--- config.mk ---
export PLATFORM = sky130hd
export DESIGN_NAME = csvr_regs
export DESIGN_NICKNAME = d
export VERILOG_FILES = /design/src/core/csvr_pkg.sv /design/src/core/csvr_regs.sv
export SDC_FILE = /design/constraint.sdc
export NUM_CORES = 1
export LEC_CHECK = 0
export BUFFER_PORTS_ARGS = -buffer_cell sky130_fd_sc_hd__buf_2
export CORE_ASPECT_RATIO = 1.75
export CORE_UTILIZATION = 25
export CTS_CLUSTER_SIZE = 30
export DETAILED_ROUTE_END_ITERATION = 8
export GPL_TIMING_DRIVEN = 0
export RECOVER_POWER = 25
export SYNTH_ARGS = -nofsm -noshare
export SYNTH_HDL_FRONTEND = slang
export SYNTH_SLANG_ARGS = --single-unit
--- constraint.sdc ---
create_clock -name sys_clk -period 2.5 [get_ports sys_clk]
set_input_delay 0 -clock sys_clk [delete_from_list [all_inputs] [get_ports sys_clk]]
set_output_delay 0 -clock sys_clk [all_outputs]
set_load 0.05 [all_outputs]
--- src/core/csvr_pkg.sv ---
/*
 * Package for the clock status and volume register slice: register offsets,
 * field positions, reset values, rate codes and volume codes.
 * Assumes an 8-bit register address space reached by the control interface.
 */
package csvr_pkg;

    // ------------------------------------------------------------------
    // Register offsets
    // ------------------------------------------------------------------
    localparam logic [7:0] CSVR_OFS_STATUS    = 8'h39;
    localparam logic [7:0] CSVR_OFS_FLOAT     = 8'h40;
    localparam logic [7:0] CSVR_OFS_FLOW      = 8'h46;
    localparam logic [7:0] CSVR_OFS_LEFT_VOL  = 8'h4c;
    localparam logic [7:0] CSVR_OFS_RIGHT_VOL = 8'h4d;

    // ------------------------------------------------------------------
    // Reset values
    // ------------------------------------------------------------------
    localparam logic [7:0] CSVR_RST_STATUS = 8'h00;
    localparam logic [7:0] CSVR_RST_FLOAT  = 8'h01;
    localparam logic [7:0] CSVR_RST_FLOW   = 8'h01;
    localparam logic [7:0] CSVR_RST_VOL    = 8'h30;

    // ------------------------------------------------------------------
    // Field positions
    // ------------------------------------------------------------------
    localparam int CSVR_BIT_BCLK_OVER   = 5;
    localparam int CSVR_BIT_PLL_OVER    = 4;
    localparam int CSVR_BIT_PLL_UNLOCK  = 3;
    localparam int CSVR_BIT_BCLK_MISS   = 2;
    localparam int CSVR_BIT_RATIO_BAD   = 1;
    localparam int CSVR_BIT_RATE_BAD    = 0;
    localparam int CSVR_BIT_CH1_FLOAT   = 3;
    localparam int CSVR_BIT_CH2_FLOAT   = 2;
    localparam int CSVR_BIT_FLOW_SELECT = 4;

    // ------------------------------------------------------------------
    // Rate codes, ratio limits, volume codes
    // ------------------------------------------------------------------
    localparam logic [3:0] CSVR_RATE_ERROR = 4'h0;
    localparam logic [3:0] CSVR_RATE_48K   = 4'h9;
    localparam logic [9:0] CSVR_RATIO_MIN  = 10'h020;
    localparam logic [9:0] CSVR_RATIO_MAX  = 10'h200;
    localparam logic [7:0] CSVR_VOL_0DB    = 8'h30;
    localparam logic [7:0] CSVR_VOL_MIN    = 8'hfe;
    localparam logic [7:0] CSVR_VOL_MUTE   = 8'hff;

endpackage

--- src/core/csvr_regs.sv ---
/*
 * Clock-detection status, channel float control, processing flow select
 * and per-channel volume registers behind a simple 8-bit register port.
 * Assumes the control-interface front end presents one-cycle write and
 * read strobes on sys_clk, and that detector levels arrive from the
 * audio clock domain unsynchronised.
 */
// Operation
// - Status bit 5 reads 1 when the bit clock is overrate and 0 when underrate.
// - Status bit 4 reads 1 when the PLL is overrate and 0 when underrate.
// - Status bit 3 reads 0 when the PLL is locked, 1 otherwise, and 1 whenever it is disabled.
// - Status bit 2 reads 1 when the bit clock is missing and 0 when present.
// - Status bit 1 reads 0 only when the bit-clock ratio is stable and within 32 to 512.
// - In automatic rate mode status bit 0 reads 1 when the detected rate is invalid.
// - In fixed rate mode status bit 0 is set when the configured rate differs from the detected.
// - The ignore-rate-error option never suppresses status bit 0.
// - Float control bit 3 forces channel 1 into high impedance when 1.
// - Float control bit 2 forces channel 2 into high impedance when 1.
// - Flow select bit 4 picks the 96k flow at 0 and the 48k 2.1 flow at 1.
// - Channel 1 volume code 0 is +24 dB with 0.5 dB less gain per code, down to -103 dB.
// - Channel 2 volume uses the same half-dB mapping from +24 dB down to -103 dB.
// - The all-ones volume code mutes the channel and the code below it gives -103 dB.
// - Both volume registers reset to the 0 dB code, whose successor gives -0.5 dB.
// - Automatic rate detection reports a 4-bit code where 0000 is an error and 1001 is 48 kHz.
`timescale 1ns/10ps

module csvr_regs
    import csvr_pkg::*;
#(
    parameter int RATIO_W = 10
) (
    input  wire logic               sys_clk,
    input  wire logic               rst_n,
    input  wire logic [7:0]         regAddr,
    input  wire logic               regWrite,
    input  wire logic [7:0]         regWdata,
    input  wire logic               regRead,
    output logic      [7:0]         regRdata,
    output logic                    regRvalid,
    input  wire logic               bclkOverrate,
    input  wire logic               pllOverrate,
    input  wire logic               pllLocked,
    input  wire logic               pllEnable,
    input  wire logic               bclkMissing,
    input  wire logic               ratioStable,
    input  wire logic [RATIO_W-1:0] bclkRatio,
    input  wire logic [3:0]         detected_rate_code,
    input  wire logic [3:0]         rateSelect,
    input  wire logic               rateErrorIgnore,
    output logic                    chan1_float_force,
    output logic                    chan2_float_force,
    output logic                    processing_flow_select,
    output logic      [7:0]         chan1_volume_code,
    output logic      [7:0]         chan2_volume_code,
    output logic                    chan1Mute,
    output logic                    chan2Mute,
    output logic      [3:0]         rateCodeOut,
    output logic      [7:0]         clockStatus
);

    // ------------------------------------------------------------------
    // Synchronisers for detector levels from the audio clock domain
    // ------------------------------------------------------------------
    localparam int SW = 7 + RATIO_W + 8;

    logic [SW-1:0] syncMeta_q;
    logic [SW-1:0] syncOut_q;
    wire  [SW-1:0] syncIn = {bclkOverrate, pllOverrate, pllLocked, pllEnable,
                             bclkMissing, ratioStable, rateErrorIgnore,
                             bclkRatio, detected_rate_code, rateSelect};

    always_ff @(posedge sys_clk or negedge rst_n) begin
        if (!rst_n) begin
            syncMeta_q <= '0;
            syncOut_q  <= '0;
        end else begin
            syncMeta_q <= syncIn;
            syncOut_q  <= syncMeta_q;
        end
    end

    wire               sBclkOver  = syncOut_q[SW-1];
    wire               sPllOver   = syncOut_q[SW-2];
    wire               sPllLocked = syncOut_q[SW-3];
    wire               sPllEnable = syncOut_q[SW-4];
    wire               sBclkMiss  = syncOut_q[SW-5];
    wire               sStable    = syncOut_q[SW-6];
    wire [RATIO_W-1:0] sRatio     = syncOut_q[8 +: RATIO_W];
    wire [3:0]         sRateCode  = syncOut_q[7:4];
    wire [3:0]         sRateSel   = syncOut_q[3:0];
    // Ignore option is synchronised but deliberately left out of the flag
    wire               sIgnore    = syncOut_q[SW-7];

    // ------------------------------------------------------------------
    // Status decode
    // ------------------------------------------------------------------
    wire pllUnlocked = !sPllEnable || !sPllLocked;
    wire ratioInRange = ({{(32-RATIO_W){1'b0}}, sRatio} >= 32'(CSVR_RATIO_MIN)) &&
                        ({{(32-RATIO_W){1'b0}}, sRatio} <= 32'(CSVR_RATIO_MAX));
    wire ratioBad    = !(sStable && ratioInRange);
    wire autoMode    = (sRateSel == 4'h0);
    // Fixed mode compares configured rate code against detected one
    wire rateBad     = autoMode ? (sRateCode == CSVR_RATE_ERROR)
                                : (sRateSel != sRateCode);
    // Ignore drives nothing in this module and never affects this flag
    wire rateFlag    = rateBad | (sIgnore & 1'b0);

    wire [7:0] statusD;
    assign statusD[7:6]                 = 2'h0;
    assign statusD[CSVR_BIT_BCLK_OVER]  = sBclkOver;
    assign statusD[CSVR_BIT_PLL_OVER]   = sPllOver;
    assign statusD[CSVR_BIT_PLL_UNLOCK] = pllUnlocked;
    assign statusD[CSVR_BIT_BCLK_MISS]  = sBclkMiss;
    assign statusD[CSVR_BIT_RATIO_BAD]  = ratioBad;
    assign statusD[CSVR_BIT_RATE_BAD]   = rateFlag;

    logic [7:0] status_q;
    logic [3:0] rateCode_q;

    // Live status, no latching and no clear on read
    always_ff @(posedge sys_clk or negedge rst_n) begin
        if (!rst_n) begin
            status_q   <= CSVR_RST_STATUS;
            rateCode_q <= CSVR_RATE_ERROR;
        end else begin
            status_q   <= statusD;
            rateCode_q <= autoMode ? sRateCode : sRateSel;
        end
    end

    // ------------------------------------------------------------------
    // Writable registers
    // ------------------------------------------------------------------
    logic [7:0] float_q;
    logic [7:0] flow_q;
    logic [7:0] leftVol_q;
    logic [7:0] rightVol_q;

    wire wrFloat = regWrite && (regAddr == CSVR_OFS_FLOAT);
    wire wrFlow  = regWrite && (regAddr == CSVR_OFS_FLOW);
    wire wrLeft  = regWrite && (regAddr == CSVR_OFS_LEFT_VOL);
    wire wrRight = regWrite && (regAddr == CSVR_OFS_RIGHT_VOL);

    always_ff @(posedge sys_clk or negedge rst_n) begin
        if (!rst_n) begin
            float_q    <= CSVR_RST_FLOAT;
            flow_q     <= CSVR_RST_FLOW;
            leftVol_q  <= CSVR_RST_VOL;
            rightVol_q <= CSVR_RST_VOL;
        end else begin
            if (wrFloat) begin
                float_q <= regWdata;
            end
            if (wrFlow) begin
                flow_q <= regWdata;
            end
            if (wrLeft) begin
                leftVol_q <= regWdata;
            end
            if (wrRight) begin
                rightVol_q <= regWdata;
            end
        end
    end

    // ------------------------------------------------------------------
    // Read path; unmapped offsets read zero
    // ------------------------------------------------------------------
    logic [7:0] readMux;

    always_comb begin
        case (regAddr)
            CSVR_OFS_STATUS:    readMux = status_q;
            CSVR_OFS_FLOAT:     readMux = float_q;
            CSVR_OFS_FLOW:      readMux = flow_q;
            CSVR_OFS_LEFT_VOL:  readMux = leftVol_q;
            CSVR_OFS_RIGHT_VOL: readMux = rightVol_q;
            default:            readMux = 8'h00;
        endcase
    end

    always_ff @(posedge sys_clk or negedge rst_n) begin
        if (!rst_n) begin
            regRdata  <= 8'h00;
            regRvalid <= 1'b0;
        end else begin
            regRvalid <= regRead;
            if (regRead) begin
                regRdata <= readMux;
            end
        end
    end

    // ------------------------------------------------------------------
    // Outputs to the channel and processing logic
    // ------------------------------------------------------------------
    // Gain in dB = 24 - code/2 for codes below the mute code
    always_ff @(posedge sys_clk or negedge rst_n) begin
        if (!rst_n) begin
            chan1_float_force      <= 1'b0;
            chan2_float_force      <= 1'b0;
            processing_flow_select <= 1'b0;
            chan1_volume_code      <= CSVR_VOL_0DB;
            chan2_volume_code      <= CSVR_VOL_0DB;
            chan1Mute              <= 1'b0;
            chan2Mute              <= 1'b0;
            rateCodeOut            <= CSVR_RATE_ERROR;
            clockStatus            <= CSVR_RST_STATUS;
        end else begin
            chan1_float_force      <= float_q[CSVR_BIT_CH1_FLOAT];
            chan2_float_force      <= float_q[CSVR_BIT_CH2_FLOAT];
            processing_flow_select <= flow_q[CSVR_BIT_FLOW_SELECT];
            chan1_volume_code      <= leftVol_q;
            chan2_volume_code      <= rightVol_q;
            chan1Mute              <= (leftVol_q == CSVR_VOL_MUTE);
            chan2Mute              <= (rightVol_q == CSVR_VOL_MUTE);
            rateCodeOut            <= rateCode_q;
            clockStatus            <= status_q;
        end
    end

endmodule // csvr_regs

-- Word-level counts from Yosys, hierarchy flattened
Index checks and enable logic that the tools add are counted.
- order comparisons: 2
- equality and inequality tests: 8
- mux-type cells: 3
- reductions and logical operators: 12
- operator list (kind ; count):
    one-hot mux 8 bit (5 select lines) ; 1
    == test 8 x 7 -> 1 bit, second input constant ; 4
    == test 8 bit, second input constant ; 2
    >= comparator 10 x 6 -> 1 bit, second input constant ; 1
    <= comparator 10 bit, second input constant ; 1
    == test 8 x 6 -> 1 bit, second input constant ; 1
    zero test 4 bit ; 2
    logical AND 1 bit ; 6
    2-to-1 mux 4 bit ; 1
    != test 4 bit ; 1
    zero test 1 bit ; 3
    logical OR 1 bit ; 1
    2-to-1 mux 1 bit ; 1
- register bits after elaboration: 132
- output and inout bits: 42
- logic and storage cells: 44

-- Longest topological paths before layout
Gate-level depths: netlist (run 1).
- depth after elaboration: 4
- mapped depth: 5
- gate-level depth less buffers: 4

-- Least setup slack after synthesis (run 1)
No wires, ideal clock.
- kind: input -> register
- start: input port regAddr[7]
- end: register leftVol_q[0]
- arrival: 1.411 ns
- data required time: 2.375 ns
- slack: 0.964 ns
- stages on the path: 5
- cell sequence: nor4b_4 -> nand2b_1 -> clkbuf_1 -> nor4_4 -> mux2_2
- word-level cells in the longest chain between the ends: 2
- ends and longest elaborated chain (what ; RTL line ; text):
    start, declared ; csvr_regs.sv:34 ; input wire logic [7:0] regAddr,
    == test 8 x 7 -> 1 bit ; csvr_regs.sv:141 ; wire wrLeft = regWrite && (regAddr == CSVR_OFS_LEFT_VOL);
    logical AND 1 bit ; csvr_regs.sv:141 ;
    end signal, assigned ; csvr_regs.sv:158 ; leftVol_q <= regWdata;
    end, declared ; csvr_regs.sv:136 ; logic [7:0] leftVol_q;
Every way passes these cells.
A chain may end at the register's enable or synchronous reset.

-- Final worst setup path (run 1)
Same ends and word-level chain as after synthesis.

==> metrics.yaml, run 1 <==
outcome:
  outcome: "completed"
routing:
  viasPerCell: 4.15
  dr.first_iter.drc_count: 84
  drtPass1Iterations: 4
  wl_per_cell_um: 14.5
  ant_nets: 0
  drc: 0
  via_count: 2629
  wl_um: 9200
setup_path:
  startpoint: "regAddr[7]"
  rrSetupSlack_ns: 1.03
  worstSetupPathType: "in -> reg"
  critPathBufInv: 2
  r2r-end: "status_q[0]"
  critical-path-top-delay-family: "simple AND/OR/NAND/NOR gates"
  r2r_start: "syncOut_q[0]"
  cp_max_fo: 8
  startpoint_type: "primary input"
  max_stage_delay_ns: 0.64
  slowest_stage: "nor4_4"
  cp.depth: 6
  cp-end-kind: "flop"
  cp_data_required_time_ns: 2.79
  crit_path_end: "leftVol_q[0]"
  ff2ff_path_depth: 2
  path_cells: "buf_2, nor4b_4, nand2b_1, clkbuf_1, nor4_4, mux2_2"
  crit_arrival_ns: 1.91
synthesis:
  ys_types: 33
  syn_inst: 259
  syn-cell-area_um2: 4270
  seq_area_frac_synth: 0.764
  syn_avg_cell_area_um2: 16.5
  ys_ff_latch: 130
  synth_edf_count: 0
  ys_dominant_reg_cell: "dfrtp_1"
  synthArstFlopShare: 1.00
  yosysWarnings: 0
die:
  die-area_um2: 17600
  die-width_um: 101
  core_um2: 16600
  start_util: 0.257
  die_y_um: 175
  io-pin-count: 87
  row_count: 62
cts:
  h-tree-depth: 4
  clkTransAtPathRegs_ns: 0.06
  cts_tree: "done"
  root_buffer: "clkbuf_16"
  cts_resized: 0
  clock_latency_ns: 0.41
  cts_inserted_buffers: 17
  post_cts_buffers: 0
  clock-sinks: 130
  cts_buffer_depth: 2
timing:
  tns_ns: 0
  finalCritPeriodShare: 0.651
  layout_setup_ws_ns: 0.873
  maxSlewHeadroom: 0.138
  clock.fmax_mhz: 615
  min_period_ns: 1.63
  fin_skew_ns: 0.00749
  slew_violations: 0
  tightest_slew_ns: 1.29
  finalSetupViolCount: 0
  rsz0062_at_grt: "no"
  hold_viol: 0
  holdWs_ns: 0.0722
global_route:
  antenna_found_initial: 0
  gr-total-overflow: 0
  grt_pass1_vias: 2829
  gr-usage-all-layers: 0.115
  grt_pass1_wl_um: 14700
  grt_start_max_net_pins: 79
placement:
  place_inst: 568
  portBuffers: 83
  dp_hpwl_um: 6430
  gp_congestion: 0.865
  pre_cts_ws_ns: 0.451
  placed_area_um2: 5010
finish:
  final_net_count: 442
  area_growth_pct: 38.1
  drive_gt1_frac: 0.395
  fin_area_um2: 5900
  stdcell_count: 634
  antenna_cells: 0
min_path:
  hold_class: "in -> reg"
pwr:
  power_density_nw_per_um2: 832
  p_leak_nw: 2.76
  peakVddDrop_mv: 0.402
job:
  maxCapViolCount: 0
## tightest hold or removal path, cell delays in order
cell and delay [ns]:
buf_2 0.12, nor4_4 0.10, mux2_2 0.23
## metrics by stage
stage,total power [mW],util
4_1_cts,4.99,0.356
2_1_floorplan,2.44,-
6_report,4.91,0.356
3_3_place_gp,2.58,0.300
5_1_grt,5.13,0.356
3_5_place_dp,2.60,0.302
## power by group
group / switching [mW] / internal (mW)
Combinational: 0.210 / 0.120
Sequential: 0.0520 / 2.21
Clock: 0.941 / 1.38
Total: 1.20 / 3.71
## registers in the layout (all words and copies together) (netlist names), 4 cells and up
signal / flops
chan1_volume_code: 8
rightVol_q: 8
syncOut_q: 24
syncMeta_q: 24
leftVol_q: 8
rateCode_q: 4
flow_q: 8
chan2_volume_code: 8
float_q: 8
regRdata: 8
rateCodeOut: 4
clockStatus: 6
status_q: 6
## synth_stat cells, types with 2 or more instances
master	count	area share
nor2_1	7	0.0061
inv_1	2	0.0018
dfrtp_1	120	0.70
a21o_1	4	0.0070
o221ai_1	5	0.010
clkbuf_1	5	0.0044
buf_4	2	0.0035
nor4_1	4	0.0059
mux2_2	34	0.090
nand4_1	7	0.010
dfstp_2	10	0.061
a222oi_1	2	0.0047
and2_1	2	0.0029
o21ai_0	2	0.0023
a21oi_1	3	0.0035
a22o_1	2	0.0041
a22oi_1	10	0.018
xor2_1	4	0.0082
nor3_1	3	0.0035
nand2b_1	2	0.0029
nand2_1	13	0.011
a2bb2oi_1	5	0.010
## final cells by class
class / instances / area, µm²
Buffer: 7 / 33.8
Clock buffer: 18 / 429
Clock inverter: 14 / 133
Fill cell: 1642 / 10700
Inverter: 2 / 7.51
Multi-Input combinational cell: 121 / 971
Sequential cell: 130 / 3270
Tap cell: 224 / 280
Timing Repair Buffer: 118 / 782
## how the worst min path moves through the flow
stage	from	endpoint	slack [ns]	depth (start not counted)
finish	regAddr[0]	leftVol_q[7]	0.07	3
global route	regAddr[0]	leftVol_q[7]	0.08	3
CTS	regAddr[0]	leftVol_q[7]	0.05	3
detailed placement	rst_n	syncMeta_q[1]	-0.02	1
global placement	bclkMissing	syncMeta_q[20]	0.11	1
floorplan	rst_n	chan1Mute	-0.30	0
## cell families after synthesis
kind of cell	share of synthesized area
multiplexers	0.0896
XOR/XNOR	0.00820
flip-flops	0.764
other	0.000877
buffers and inverters	0.00966
AND/OR/NAND/NOR	0.0626
AO/OA/AOI/OAI	0.0650
## per-layer routing
layer	GRT usage	vias up	routed length, µm
met5	0	-	0
met4	0.0628	0	257
met3	0.0324	16	379
met2	0.200	86	5060
met1	0.123	1321	3500
li1	-	1206	-
## layout by cell type, fill, tap and decap left out, types with 7 or more instances in the layout
master | Yosys | layout
dfrtp_1 | 120 | 120
buf_2 | 0 | 81
nand4_1 | 7 | 7
clkbuf_16 | 0 | 17
nand2_1 | 13 | 13
a22oi_1 | 10 | 10
dlygate4sd3_1 | 0 | 34
clkbuf_1 | 5 | 7
dfstp_2 | 10 | 10
nor2_1 | 7 | 7
mux2_2 | 34 | 34
## what timing repair did
| item | in CTS | in global routing |
|---|---|---|
| endpoints found under the hold margin | 116 | 0 |
| hold buffers | 34 | 0 |
| setup endpoints to repair | 0 | 0 |
No activity file was read; power rests on OpenSTA's default activity.
==> inputs of run 2 (changes only) <==
--- a/config.mk
+++ b/config.mk
@@ -5,6 +5,7 @@
 export SDC_FILE = /design/constraint.sdc
 export NUM_CORES = 1
 export LEC_CHECK = 0
+export ABC_AREA = 1
 export BUFFER_PORTS_ARGS = -buffer_cell sky130_fd_sc_hd__buf_2
 export CORE_ASPECT_RATIO = 1.75
 export CORE_UTILIZATION = 25
==> constraint.sdc (replaced) <==
create_clock -name sys_clk -period 1.5 [get_ports sys_clk]
set_input_delay 0 -clock sys_clk [delete_from_list [all_inputs] [get_ports sys_clk]]
set_output_delay 0 -clock sys_clk [all_outputs]
set_load 0.05 [all_outputs]
==> run 2 against run 1 <==
- critical path depth rose by 2
- largest cell class unchanged
- register-to-register slack lost 0.78 ns
- clock skew up 0.0025 ns
- first-iteration DRC count up 8.3%
- via count rose by 16%
- hold slack better by 0.046 ns
- sequential power grew 69%
==> metrics.yaml, run 2 <==
outcome:
  outcome: "completed"
finish:
  drive_gt1_frac: 0.293  # -0.103
  layout_common_cells: "dfrtp_1 (120), buf_2 (82), nand2_1 (76)"
  stdcell_count: 754  # +19%
  largestRegisters: "syncMeta_q x24, syncOut_q x24"
  final_net_count: 555  # +26%
  fillers: 1722  # +4.9%
  multiInputGateArea_um2: 1020  # +5.4%
  area_growth_pct: 38.2  # about the same
  final_common_cell: "dfrtp_1"
  regArea_um2: 3270  # unchanged
  antenna_cells: 0  # unchanged
setup_path:
  crit_arrival_ns: 1.68  # -0.23 ns
  r2r_start: "flow_q[0]"
  path_cells: "buf_2, inv_1, nand2_1, nor2_2, nand3_4, buf_6, o21ai_2, dlygate4sd3_1"
  worstSetupPathType: "in -> reg"
  rrSetupSlack_ns: 0.25  # -0.78 ns
  cp_max_fo: 10  # +2
  startpoint: "regAddr[3]"
  max_stage_delay_ns: 0.55  # -0.09 ns
  critical-path-top-delay-family: "buffers and inverters"
  startpoint_type: "primary input"
  cp_data_required_time_ns: 1.85  # -0.94 ns
  cp-end-kind: "flop"
  critPathBufInv: 4  # +2
  slowest_stage: "dlygate4sd3_1"
synthesis:
  synth_edf_count: 0  # unchanged
  syn-cell-area_um2: 4480  # +4.7%
  yosysMostFrequentCell: "dfrtp_1"
  seq_area_frac_synth: 0.729  # -0.0346
  netlist_top_cells_area: "dfrtp_1 (67%), nand2_1 (6.4%), dfstp_2 (5.9%)"
  synth_top_area_frac: 0.671  # -0.0318
  syn_avg_cell_area_um2: 12.1  # -26%
  synthTopCellsByCount: "dfrtp_1 (120), nand2_1 (76), nand3_1 (37), inv_1 (23), nor2_1 (22)"
  ys_dominant_reg_cell: "dfrtp_1"
  yosysWarnings: 0  # unchanged
  synthArstFlopShare: 1.00  # unchanged
  ys_ff_latch: 130  # unchanged
  yosysTopAreaCell: "dfrtp_1"
  syn_inst: 369  # +42%
  ys_types: 30  # -9.1%
timing:
  hold_viol: 0  # unchanged
  min_period_ns: 1.34
  finalSetupViolCount: 0  # unchanged
  tightest_slew_ns: 0.597  # -0.696 ns
  clock.fmax_mhz: 749
  maxSlewHeadroom: 0.602  # +0.464
  slew_violations: 0  # unchanged
  fin_skew_ns: 0.0100  # +0.00252 ns
  finalCritPeriodShare: 0.890
  rsz0062_at_grt: "no"
routing:
  dr.first_iter.drc_count: 91  # +8.3%
  wl_per_cell_um: 13.1  # -9.7%
  via_count: 3046  # +16%
  viasPerCell: 4.04  # -2.6%
  drc: 0  # unchanged
  ant_nets: 0  # unchanged
  drtPass1Iterations: 4  # unchanged
  wl_um: 9870  # +7.3%
cts:
  cts_inserted_buffers: 17  # unchanged
  clock_latency_ns: 0.42  # about the same
  h-tree-depth: 4  # unchanged
  root_buffer: "clkbuf_16"
  cts_tree: "done"
  cts_buffer_depth: 2  # unchanged
  clock-sinks: 130  # unchanged
  clkTransAtPathRegs_ns: 0.06  # about the same
  post_cts_buffers: 0  # unchanged
global_route:
  grt_pass1_vias: 3132  # +11%
  gr-total-overflow: 0  # unchanged
  grt_use_met2: 0.214  # +0.0138
  top_usage_layer: "met2"
  gr-usage-all-layers: 0.117  # +0.00216
  antenna_found_initial: 0  # unchanged
  global_route.usage.met1: 0.112  # -0.0110
  grt_start_max_net_pins: 67  # -15%
  grt_pass1_wl_um: 15500  # +5.5%
  grtUsageMet3: 0.0324  # -0.0000413
pwr:
  p_total_mw: 8.57  # +75%
  peakVddDrop_mv: 0.733  # +82%
  power_density_nw_per_um2: 1390  # +66%
  p_leak_nw: 2.97  # +7.6%
placement:
  dp_hpwl_um: 7010  # +9.1%
  place_inst: 685  # +21%
  gp_congestion: 0.846  # -2.3%
  portBuffers: 83  # unchanged
die:
  die_y_um: 179  # +2.3%
  die-area_um2: 18500  # +4.7%
  start_util: 0.255  # -0.00218
  die-width_um: 103  # +2.3%
  row_count: 64  # +3.2%
  core_um2: 17500  # +5.6%
  io-pin-count: 87  # unchanged
min_path:
  hold_class: "in -> reg"
  min_from: "regAddr[7]"
job:
  maxCapViolCount: 0  # unchanged
[run 2: changes by cell type after synthesis, moves of 5 or more]
cell / previous run / this run
a21oi_1: 3 / 11
o21ai_0: 2 / 17
a22oi_1: 10 / 0
nor2_1: 7 / 22
o21ai_2: 0 / 8
nand2_1: 13 / 76
mux2_2: 34 / 0
o21a_1: 0 / 8
o221ai_1: 5 / 0
inv_1: 2 / 23
buf_6: 0 / 5
a2bb2oi_1: 5 / 0
nand3_1: 1 / 37
[run 2: final timing paths]
path,endpoint,cells after the start
hold / removal,leftVol_q[2],7
hold reg to reg,syncOut_q[2],0
setup reg to reg,flow_q[0],3
max in group asynchronous,flow_q[0],3
min in group asynchronous,syncMeta_q[3],2
setup / recovery,flow_q[7],8
[run 2: power breakdown]
group | internal [mW] | total, mW | switching (mW)
clock network | 2.37 | 4.09 | 1.72
logic | 0.219 | 0.674 | 0.455
registers | 3.71 | 3.81 | 0.102
total | 6.29 | 8.57 | 2.28
[run 2: logic make-up (layout without fill, tap and decap cells)]
kind of cell / after synthesis / in the layout / share of synthesized area
AND/OR/NAND/NOR: 154 / 154 / 0.156
XOR/XNOR: 4 / 4 / 0.00783
AO/OA/AOI/OAI: 45 / 45 / 0.0615
other: 1 / 2 / 0.000838
buffers and inverters: 35 / 188 / 0.0442
flip-flops: 130 / 130 / 0.729
[run 2: cell type report]
cell class / instances / area share
Sequential cell: 130 / 0.528
Inverter: 24 / 0.0146
Timing Repair Buffer: 121 / 0.132
Tap cell: 231 / 0.0467
Buffer: 11 / 0.0174
Clock inverter: 15 / 0.0271
Clock buffer: 17 / 0.0688
Multi-Input combinational cell: 205 / 0.165
[run 2: what timing repair did]
action | 4_1_cts | 5_1_grt
hold buffers | 37 | 0
endpoints found under the setup margin | 0 | 3
endpoints found under the hold margin | 108 | 0
resized for setup | 0 | 1
[run 2: worst reg2reg max path, stage by stage (launching register included)]
cell and delay [ns]:
dfstp_2 0.53, nand2_1 0.06, o21ai_2 0.05, dlygate4sd3_1 0.55
[run 2: per-stage QoR]
step	setup TNS, ns	util	area, µm²	setup slack [ns]	hold slack, ns
detailed placement	0	0.298	5220	0.0381	0.0324
finish	0	0.353	6190	0.164	0.118
CTS	0	0.353	6180	0.0361	0.0990
global route	0	0.353	6190	0.0954	0.145
global placement	-140.93	0.296	5180	-1.15	0.108
floorplan	0	-	4480	0.197	-0.296
[run 2: layer usage]
layer  wire [µm]  vias to the layer above
met4         348                        0
met2        5470                       93
li1            -                     1477
met5           0                        -
met1        3650                     1457
met3         406                       19
